## src/common/lfs_map.svh

```systemverilog
/*
  Register offsets, field positions, reset values and timing counts of
  the light-load and fault supervisor. Assumes a 200 MHz system clock.
*/
`ifndef LFS_MAP_SVH
`define LFS_MAP_SVH

`define LFS_CLK_MHZ 200
`define LFS_OFF_CTRL 12'h000
`define LFS_OFF_UVCFG 12'h004
`define LFS_OFF_FREQ 12'h008
`define LFS_OFF_STATUS 12'h00c

`define LFS_CTRL_AF 0
`define LFS_CTRL_DE 1
`define LFS_CTRL_MULTI 2
`define LFS_CTRL_EXTCLK 3
`define LFS_CTRL_SYNCOUT 4
`define LFS_CTRL_OVLOW 5
`define LFS_CTRL_RESTART 6
`define LFS_CTRL_OVRETRY_LSB 8

`define LFS_UV_THR_LSB 0
`define LFS_UV_RESP_LSB 11
`define LFS_UV_RETRY_LSB 13

`define LFS_THR_MIN 11'h11d
`define LFS_THR_MAX 11'h640
`define LFS_THR_LOW 11'h12c
`define LFS_THR_OPEN 11'h1c2
`define LFS_THR_HIGH 11'h438
`define LFS_RETRY_INF 4'hf
`define LFS_RESP_RST 2'h2
`define LFS_PROG_INC_RST 16'h00a4
`define LFS_MIN_INC_RST 16'h0029

`define LFS_OV_NUM 12'h014
`define LFS_OV_DEN 12'h017

`define LFS_DT_MIN 6'h01
`define LFS_DT_MAX 6'h3f
`define LFS_DT_RST 6'h08
`define LFS_TRIM_PERIODS 4'hf

`define LFS_UV_DELAY_US 10
`define LFS_RETRY_DELAY_US 20
`define LFS_UV_DELAY_CYC (`LFS_UV_DELAY_US * `LFS_CLK_MHZ)
`define LFS_RETRY_DELAY_CYC (`LFS_RETRY_DELAY_US * `LFS_CLK_MHZ)

`endif

```

## src/common/lfs_pkg.sv

```systemverilog
/*
  Types of the light-load and fault supervisor.
  Assumes lfs_map.svh for the numeric constants.
*/
package lfs_pkg;
  typedef enum logic [2:0] {
    LFS_STRAP = 3'h0,
    LFS_RUN = 3'h1,
    LFS_RETRY = 3'h3,
    LFS_LATCH = 3'h2,
    LFS_OVLOW = 3'h6
  } lfs_state_e;
  typedef logic [1:0] lfs_strap_t;
endpackage : lfs_pkg

```

## src/design/lfs_supervisor.sv

```systemverilog
/*
  Gate drive timing, dead-time trim, diode emulation, adaptive frequency,
  input low-voltage lockout and output overvoltage supervision, with an
  APB register slave. Assumes synchronous digitised sense inputs, a loop
  duty command as a 16-bit fraction, and strap pins decoded outside.
*/
`timescale 1ns/1ps
`default_nettype none
`include "lfs_map.svh"

module lfs_supervisor (
  input wire logic sys_clk,
  input wire logic arst_n,
  input wire logic psel,
  input wire logic penable,
  input wire logic pwrite,
  input wire logic [11:0] paddr,
  input wire logic [31:0] pwdata,
  output logic [31:0] prdata,
  output logic pready,
  output logic pslverr,
  input wire lfs_pkg::lfs_strap_t strapLevel,
  input wire logic [4:0] strapIndex,
  input wire logic [10:0] inputVoltage,
  input wire logic [11:0] outputSenseInput,
  input wire logic [11:0] outputTarget,
  input wire logic [15:0] dutyCommand,
  input wire logic [15:0] nominalDuty,
  input wire logic inductorZero,
  output logic highSideGateDrive,
  output logic lowSideGateDrive,
  output logic supplyGoodOutput
);
  import lfs_pkg::*;

  lfs_state_e state;
  lfs_state_e next_state;
  logic afEn, deEn, multiPhase, extClk, syncOut, ovLow;
  logic [3:0] ovRetries;
  logic [10:0] uvThr;
  logic [1:0] uvResp;
  logic [3:0] uvRetries;
  logic [15:0] progInc, minInc, curInc, phase;
  logic [5:0] deadTime;
  logic trimUp;
  logic [3:0] trimCnt;
  logic [19:0] dutySum, prevSum;
  logic zeroSeen;
  logic [11:0] cnt;
  logic [3:0] used;
  logic lastOv;

  // Strap decode, resistor table in 10 mV units
  function automatic logic [10:0] strapThr(input lfs_strap_t lvl, input logic [4:0] idx);
    logic [10:0] t;
    t = `LFS_THR_OPEN;
    unique case (lvl)
      2'h0: t = `LFS_THR_LOW;
      2'h1: t = `LFS_THR_OPEN;
      2'h2: t = `LFS_THR_HIGH;
      2'h3: begin
        case (idx)
          5'h00: t = 11'h11d;
          5'h01: t = 11'h13a;
          5'h02: t = 11'h158;
          5'h03: t = 11'h17b;
          5'h04: t = 11'h1a2;
          5'h05: t = 11'h1cb;
          5'h06: t = 11'h1fa;
          5'h07: t = 11'h22d;
          5'h08: t = 11'h265;
          5'h09: t = 11'h2a3;
          5'h0a: t = 11'h2e6;
          5'h0b: t = 11'h332;
          5'h0c: t = 11'h383;
          5'h0d: t = 11'h3de;
          5'h0e: t = 11'h442;
          5'h0f: t = 11'h4b0;
          5'h10: t = 11'h528;
          5'h11: t = 11'h5ae;
          5'h12: t = 11'h640;
          default: t = `LFS_THR_OPEN;
        endcase
      end
    endcase
    return t;
  endfunction : strapThr

  // APB decode
  wire apbAccess = psel & penable & ~pready;
  wire apbDone = psel & penable & pready;
  wire selCtrl = paddr == `LFS_OFF_CTRL;
  wire selUv = paddr == `LFS_OFF_UVCFG;
  wire selFreq = paddr == `LFS_OFF_FREQ;
  wire selStat = paddr == `LFS_OFF_STATUS;
  wire mapped = selCtrl | selUv | selFreq | selStat;
  wire wrCtrl = apbDone & pwrite & selCtrl;
  wire wrUv = apbDone & pwrite & selUv;
  wire wrFreq = apbDone & pwrite & selFreq;
  wire restartCmd = wrCtrl & pwdata[`LFS_CTRL_RESTART];

  wire [10:0] wrThr = pwdata[`LFS_UV_THR_LSB +: 11];
  wire [10:0] clampThr = (wrThr < `LFS_THR_MIN) ? `LFS_THR_MIN :
                         (wrThr > `LFS_THR_MAX) ? `LFS_THR_MAX : wrThr;

  // Faults
  wire uvFault = inputVoltage < uvThr;
  wire [16:0] ovLhs = outputSenseInput * `LFS_OV_NUM;
  wire [16:0] ovRhs = outputTarget * `LFS_OV_DEN;
  wire ovFault = ovLhs > ovRhs;
  wire ovLowEff = ovLow & ~extClk;
  wire anyFault = ovFault | (uvFault & uvResp != 2'h0);

  // Mode qualification
  wire deEff = deEn & ~multiPhase;
  wire afEff = afEn & deEff & ~(multiPhase & extClk) & ~syncOut;

  // Adaptive frequency: quantised eighths of nominal/2
  wire [19:0] dutyX16 = {dutyCommand, 4'h0};
  wire lightLoad = {dutyCommand, 1'b0} <= {1'b0, nominalDuty};
  logic [3:0] stepK;
  always_comb begin
    stepK = 4'h0;
    for (int j = 1; j < 8; j++) begin
      if (dutyX16 >= 20'(j * nominalDuty)) stepK = stepK + 4'h1;
    end
  end
  wire [15:0] incDiff = (progInc > minInc) ? progInc - minInc : 16'h0000;
  wire [19:0] stepProd = incDiff * stepK;
  wire [15:0] afInc = minInc + stepProd[18:3];
  wire [15:0] next_curInc = (afEff & lightLoad) ? afInc : progInc;

  // Phase accumulator and windows
  wire [16:0] phaseSum = {1'b0, phase} + {1'b0, curInc};
  wire wrap = phaseSum[16];
  wire [21:0] dtProd = deadTime * curInc;
  wire [15:0] dtPh = |dtProd[21:16] ? 16'hffff : dtProd[15:0];
  wire [16:0] lowStart = {1'b0, dutyCommand} + {1'b0, dtPh};
  wire [16:0] lowEnd = 17'h10000 - {1'b0, dtPh};
  wire running = state == LFS_RUN;
  wire hiWin = running & (phase < dutyCommand);
  wire lowWin = running & ({1'b0, phase} >= lowStart) & ({1'b0, phase} < lowEnd)
    & ~(deEff & (zeroSeen | inductorZero));
  wire next_high = hiWin & ~ovFault & ~lowSideGateDrive;
  wire next_low = ((state == LFS_OVLOW) | lowWin) & ~hiWin & ~highSideGateDrive;

  // Dead-time trim from the loop's own duty command
  wire trimEnd = wrap & (trimCnt == `LFS_TRIM_PERIODS);
  wire worse = dutySum > prevSum;
  wire next_trimUp = worse ? ~trimUp : trimUp;
  wire [5:0] next_dt = next_trimUp ?
    ((deadTime == `LFS_DT_MAX) ? deadTime : deadTime + 6'h01) :
    ((deadTime == `LFS_DT_MIN) ? deadTime : deadTime - 6'h01);

  // Fault sequencing
  wire [3:0] retryLim = lastOv ? ovRetries : uvRetries;
  wire retriesOut = (retryLim != `LFS_RETRY_INF) & (used >= retryLim);
  wire uvDelayDone = cnt >= 12'(`LFS_UV_DELAY_CYC - 1);
  wire retryDone = cnt >= 12'(`LFS_RETRY_DELAY_CYC - 1);
  wire waitOff = (state == LFS_RETRY) | (state == LFS_OVLOW);
  logic [11:0] next_cnt;
  always_comb begin
    next_state = state;
    next_cnt = 12'h000;
    unique case (state)
      LFS_STRAP: next_state = LFS_RUN;
      LFS_RUN: begin
        if (ovFault) begin
          next_state = ovLowEff ? LFS_OVLOW : LFS_RETRY;
        end else if (uvFault & uvResp == 2'h1) begin
          next_cnt = cnt + 12'h001;
          if (uvDelayDone) next_state = LFS_LATCH;
        end else if (uvFault & uvResp[1]) begin
          next_state = LFS_RETRY;
        end
      end
      LFS_RETRY, LFS_OVLOW: begin
        if (!anyFault) begin
          next_cnt = cnt + 12'h001;
          if (retryDone) next_state = retriesOut ? LFS_LATCH : LFS_RUN;
        end
      end
      LFS_LATCH: next_state = LFS_LATCH;
      default: next_state = LFS_STRAP;
    endcase
    if (restartCmd && state != LFS_STRAP) begin
      next_state = LFS_RUN;
      next_cnt = 12'h000;
    end
  end
  wire next_good = running & (next_state == LFS_RUN) & ~ovFault & ~uvFault;

  // Read mux
  wire [31:0] ctrlRd = {20'h0, ovRetries, 2'h0, ovLow, syncOut, extClk, multiPhase, deEn, afEn};
  wire [31:0] uvRd = {15'h0, uvRetries, uvResp, uvThr};
  // Status: increment, retries used, dead-time, faults, state
  wire [31:0] statRd = {curInc, used, 1'b0, deadTime,
                        ovFault, uvFault, state};
  wire [31:0] rdMux = selCtrl ? ctrlRd : selUv ? uvRd : selFreq ? {minInc, progInc} :
                      selStat ? statRd : 32'h0;

  // One wait state: ready answers the first access cycle
  always_ff @(posedge sys_clk or negedge arst_n) begin
    if (!arst_n) begin
      pready <= 1'b0;
      pslverr <= 1'b0;
      prdata <= 32'h0;
    end else begin
      pready <= apbAccess;
      pslverr <= apbAccess & ~mapped;
      prdata <= apbAccess ? rdMux : 32'h0;
    end
  end

  // Low-side overvoltage response refused under an external clock
  always_ff @(posedge sys_clk or negedge arst_n) begin
    if (!arst_n) begin
      {afEn, deEn, multiPhase, extClk, syncOut, ovLow} <= 6'h00;
      ovRetries <= `LFS_RETRY_INF;
    end else if (wrCtrl) begin
      afEn <= pwdata[`LFS_CTRL_AF];
      deEn <= pwdata[`LFS_CTRL_DE];
      multiPhase <= pwdata[`LFS_CTRL_MULTI];
      extClk <= pwdata[`LFS_CTRL_EXTCLK];
      syncOut <= pwdata[`LFS_CTRL_SYNCOUT];
      ovLow <= pwdata[`LFS_CTRL_OVLOW] & ~pwdata[`LFS_CTRL_EXTCLK];
      ovRetries <= pwdata[`LFS_CTRL_OVRETRY_LSB +: 4];
    end
  end

  // A software write beats the strap sample in the same cycle
  always_ff @(posedge sys_clk or negedge arst_n) begin
    if (!arst_n) begin
      uvThr <= `LFS_THR_OPEN;
      uvResp <= `LFS_RESP_RST;
      uvRetries <= `LFS_RETRY_INF;
    end else if (wrUv) begin
      uvThr <= clampThr;
      uvResp <= pwdata[`LFS_UV_RESP_LSB +: 2];
      uvRetries <= pwdata[`LFS_UV_RETRY_LSB +: 4];
    end else if (state == LFS_STRAP) begin
      uvThr <= strapThr(strapLevel, strapIndex);
    end
  end

  always_ff @(posedge sys_clk or negedge arst_n) begin
    if (!arst_n) begin
      progInc <= `LFS_PROG_INC_RST;
      minInc <= `LFS_MIN_INC_RST;
    end else if (wrFreq) begin
      progInc <= pwdata[15:0];
      minInc <= pwdata[31:16];
    end
  end

  // Zero current seen keeps the low side off until the period wraps
  always_ff @(posedge sys_clk or negedge arst_n) begin
    if (!arst_n) begin
      phase <= 16'h0000;
      curInc <= `LFS_PROG_INC_RST;
      zeroSeen <= 1'b0;
    end else begin
      phase <= phaseSum[15:0];
      if (wrap) curInc <= next_curInc;
      zeroSeen <= wrap ? 1'b0 : (zeroSeen | (lowSideGateDrive & inductorZero));
    end
  end

  always_ff @(posedge sys_clk or negedge arst_n) begin
    if (!arst_n) begin
      deadTime <= `LFS_DT_RST;
      trimUp <= 1'b0;
      trimCnt <= 4'h0;
      dutySum <= 20'h0;
      prevSum <= 20'hfffff;
    end else if (wrap) begin
      trimCnt <= trimCnt + 4'h1;
      dutySum <= trimEnd ? 20'h0 : dutySum + {4'h0, dutyCommand};
      if (trimEnd) begin
        prevSum <= dutySum;
        trimUp <= next_trimUp;
        deadTime <= next_dt;
      end
    end
  end

  // Retry count saturates; a restart clears it
  always_ff @(posedge sys_clk or negedge arst_n) begin
    if (!arst_n) begin
      state <= LFS_STRAP;
      cnt <= 12'h000;
      used <= 4'h0;
      lastOv <= 1'b0;
    end else begin
      state <= next_state;
      cnt <= next_cnt;
      if (restartCmd) begin
        used <= 4'h0;
      end else if (waitOff & next_state == LFS_RUN & used != 4'hf) begin
        used <= used + 4'h1;
      end
      if (running & ovFault) lastOv <= 1'b1;
      else if (running & uvFault) lastOv <= 1'b0;
    end
  end

  // Each gate waits for the other's flop to drop
  always_ff @(posedge sys_clk or negedge arst_n) begin
    if (!arst_n) begin
      highSideGateDrive <= 1'b0;
      lowSideGateDrive <= 1'b0;
      supplyGoodOutput <= 1'b0;
    end else begin
      highSideGateDrive <= next_high;
      lowSideGateDrive <= next_low;
      supplyGoodOutput <= next_good;
    end
  end

endmodule : lfs_supervisor
`default_nettype wire

```

## config.mk

```make
export PLATFORM = sky130hd
export DESIGN_NAME = lfs_supervisor
export DESIGN_NICKNAME = d
export VERILOG_FILES = /design/src/common/lfs_pkg.sv /design/src/design/lfs_supervisor.sv
export VERILOG_INCLUDE_DIRS = /design/src /design/src/common
export SDC_FILE = /design/constraint.sdc
export NUM_CORES = 1
export LEC_CHECK = 0
export ABC_AREA = 1
export BUFFER_PORTS_ARGS = -buffer_cell sky130_fd_sc_hd__buf_2
export CORE_MARGIN = 3
export CORE_UTILIZATION = 40
export CTS_CLUSTER_SIZE = 24
export DETAILED_ROUTE_END_ITERATION = 8
export SYNTH_ARGS = -nofsm -noshare
export SYNTH_HDL_FRONTEND = slang
export SYNTH_SLANG_ARGS = --single-unit
```

## constraint.sdc

```tcl
create_clock -name sys_clk -period 7.4 [get_ports sys_clk]
set_clock_uncertainty 0.2 [all_clocks]
set_input_delay 1.11 -clock sys_clk [delete_from_list [all_inputs] [get_ports sys_clk]]
set_output_delay 1.11 -clock sys_clk [all_outputs]
set_load 0.01 [all_outputs]
```

==> impl_metrics.env <==
export IMPL_slowest_stage="fa_1"
export IMPL_ys_ff_latch=200
export IMPL_tightest_slew_ps=950.3
export IMPL_drt_iter0_drc=1548
export IMPL_setup_ws_ps=-2689
export IMPL_r2r_slack_ps=-500
export IMPL_drtAntennaViolNets=0
export IMPL_ioPinCount=161
export IMPL_register_area_um2=5064
export IMPL_hold_depth=1
export IMPL_pre_cts_ws_ps=-3543
export IMPL_worstPathArrival_ps=10270
export IMPL_yosysMostFrequentCell="nand2_1"
export IMPL_holdWs_ps=282.4
export IMPL_cap_violations=0
export IMPL_rows=94
export IMPL_vias=26120
export IMPL_grt_pass1_vias=25700
export IMPL_synth_ff_type="dfrtp_1"
export IMPL_synth_edf_count=0
export IMPL_drive_gt1_share_pct=27.88
export IMPL_grt_max_degree=81
export IMPL_power_density_nw_per_um2=326.6
export IMPL_clockBufferDepth=2
export IMPL_path_class="in2reg"
export IMPL_place_congestion=0.9087
export IMPL_post_route_period_util_pct=136.3
export IMPL_synth_fp_nets=4282
export IMPL_grt_usage_pct=22.99
export IMPL_hold_class="reg2reg"
export IMPL_max_freq_ghz=0.09912
export IMPL_min_period_ps=10090
export IMPL_cts_hold_buffers=0
export IMPL_cts_tree="done"
export IMPL_critPathMaxStageDelay_ps=510
export IMPL_dp_cells=5014
export IMPL_crit_path_start_kind="input port"
export IMPL_netlist_top_cells_count="nand2_1 (667), inv_1 (616), ha_1 (470), a21oi_1 (291), nor2_1 (229)"
export IMPL_status="finished with violations"
export IMPL_ys_warn_count=0
export IMPL_synth_area_um2=26810
export IMPL_fin_nets=4984
export IMPL_wl_um=80040
export IMPL_area_growth_pct=31.86
export IMPL_via_per_inst=5.081
export IMPL_rsz0062_at_grt="yes"
export IMPL_worst_r2r_endpoint="lowSideGateDrive"
export IMPL_dr_pass1_iters=7
export IMPL_h_tree_depth=4
export IMPL_clock_root_buffer="clkbuf_16"
export IMPL_total_leakage_power_uw=0.01871
export IMPL_worstPathMaxFanout=5
export IMPL_core_area_um2=66100
export IMPL_worstPathRequired_ps=7580
export IMPL_globalRouteOverflowTotal=0
export IMPL_die_area_um2=70180
export IMPL_synth_cell_type_count=62
export IMPL_floorplan_initialDensity_pct=40.57
export IMPL_drc=0
export IMPL_dp_hpwl_um=64620
export IMPL_finalMaxSlewViolations=0
export IMPL_hold_violations=0
export IMPL_final_core_util_pct=53.49
export IMPL_end_kind="register"
export IMPL_yosysTopAreaCell="ha_1"
export IMPL_holdPathEnd="cnt[0]"
export IMPL_ys_async_sr_fraction_pct=100.0
export IMPL_die_y_um=264.9
export IMPL_clk_pin_slew_ps=80
export IMPL_fp_dieW_um=264.9
export IMPL_synth_top_cell_area_share_pct=21.93
export IMPL_failed_checks="negative setup slack"
export IMPL_syn_avg_cell_area_um2=7.530
export IMPL_wl_per_cell_um=15.57
export IMPL_fillers=6326
export IMPL_final_setup_viol_count=17
export IMPL_synthCells=3561
export IMPL_grt_antenna_before_repair=1
export IMPL_clkLatencyLatePin_ps=490
export IMPL_peakVddDrop_mv=0.2797
export IMPL_fin_cells=5140
export IMPL_hold_start="cnt[0]"
export IMPL_cts_sinks=200
export IMPL_r2r_start="deadTime[0]"
export IMPL_slew_headroom_pct=36.56
export IMPL_yosysSeqAreaShare_pct=18.87
export IMPL_n_antenna_cell=0
export IMPL_port_buffers=160
export IMPL_synth_area_top_cells="ha_1 (22%), dfrtp_1 (15%), fa_1 (9.5%)"
export IMPL_grt_pass1_wl_um=130900
export IMPL_numCtsBuffers=17
export IMPL_multi_input_area_um2=20710
export IMPL_reg2reg_depth=47
-- layer usage --
layer	part of all wire, %	up-vias	GRT usage, %
li1	-	13190	-
met1	46	12260	31.09
met2	47	568	38.51
met3	4.7	100	2.933
met4	2.6	2	6.854
met5	0.016	-	0
-- logic make-up (layout without fill, tap and decap cells) --
kind of cell | after synthesis | count (layout) | share of synthesized area, %
and+or+nand+nor | 1228 | 1229 | 19.84
buffers and inverters | 702 | 1416 | 9.939
AOI/OAI and AO/OA | 663 | 663 | 14.33
adders and majority gates | 597 | 597 | 31.41
DFF | 200 | 200 | 18.87
xor gates and xnor gates | 167 | 167 | 5.455
muxes | 4 | 4 | 0.1680
-- cells in the final DEF (no fill, tap or decap), types with 12 or more instances in the layout --
master,count
nand2_1,615
inv_1,589
buf_4,555
ha_1,421
a21oi_1,240
nor2_1,214
buf_2,154
dfrtp_1,153
o21ai_0,144
fa_1,118
xor2_1,111
nand3_1,109
nand4_1,55
nand2_2,54
a21oi_2,47
nor3_1,47
ha_4,44
dfstp_2,43
xnor2_1,42
buf_6,40
nand3_2,30
o21ai_1,29
inv_2,29
o21bai_1,24
a31oi_1,22
a211oi_1,21
o31ai_1,21
nor4_1,19
nand2_4,18
nor2_2,18
clkbuf_16,17
o211ai_1,15
or2_2,13
a221oi_1,12
-- worst max path at each step --
| stage | cells after the start | slack (ps) | end | start |
|---|---|---|---|---|
| floorplan | 62 | -2820 | curInc[15] | nominalDuty[1] |
| global route | 65 | -3170 | curInc[15] | nominalDuty[1] |
| detailed placement | 56 | -3540 | curInc[15] | nominalDuty[1] |
| global placement | 57 | -3470 | curInc[15] | nominalDuty[1] |
| CTS | 65 | -2580 | curInc[15] | nominalDuty[1] |
| finish | 63 | -2690 | curInc[15] | nominalDuty[2] |
-- power by group --
part | internal (µW) | switching [µW] | total (µW)
logic | 4000 | 4780 | 8790
registers | 1400 | 326 | 1720
clock network | 528 | 510 | 1040
total | 5930 | 5620 | 11500
-- cell type report --
cell class / count / share of cell area [%]
multi-input cells: 2660 / 58.59
repair buffers: 755 / 15.53
flip-flops and latches: 200 / 14.32
inverters: 629 / 6.724
well taps: 864 / 3.058
clock buffers: 18 / 1.242
clock inverters: 14 / 0.5344
-- state kept, by name (all words and copies together) (netlist names), 2 cells and up --
| signal | count |
|---|---|
| deadTime | 6 |
| state | 3 |
| progInc | 16 |
| prevSum | 20 |
| uvResp | 2 |
| prdata | 32 |
| minInc | 16 |
| trimCnt | 4 |
| uvRetries | 4 |
| phase | 16 |
| used | 4 |
| curInc | 16 |
| dutySum | 20 |
| cnt | 12 |
| ovRetries | 4 |
| uvThr | 11 |
-- through the flow --
step	total power [µW]	TNS [ps]	area, µm²
finish	11550	-32510	35360
global route	12930	-39880	35360
CTS	11150	-30220	34430
detailed placement	9824	-44030	32560
global placement	9679	-42900	32560
floorplan	7093	-26410	27220
-- worst max-delay path: cells and delay by family --
kind	cells	cell delay (ps)
adders and majority gates	10	3010
AOI/OAI and AO/OA	12	1880
buffers and inverters	9	960
xor gates and xnor gates	4	670
and+or+nand+nor	28	2600
-- timing repair --
item                       CTS  global route
cloned                       1             0
setup endpoints to repair   17            17
resized for setup          175           165
buffers inserted            74            34
pin swaps                  150           166
Note: power is estimated with default switching activity, not from simulation.
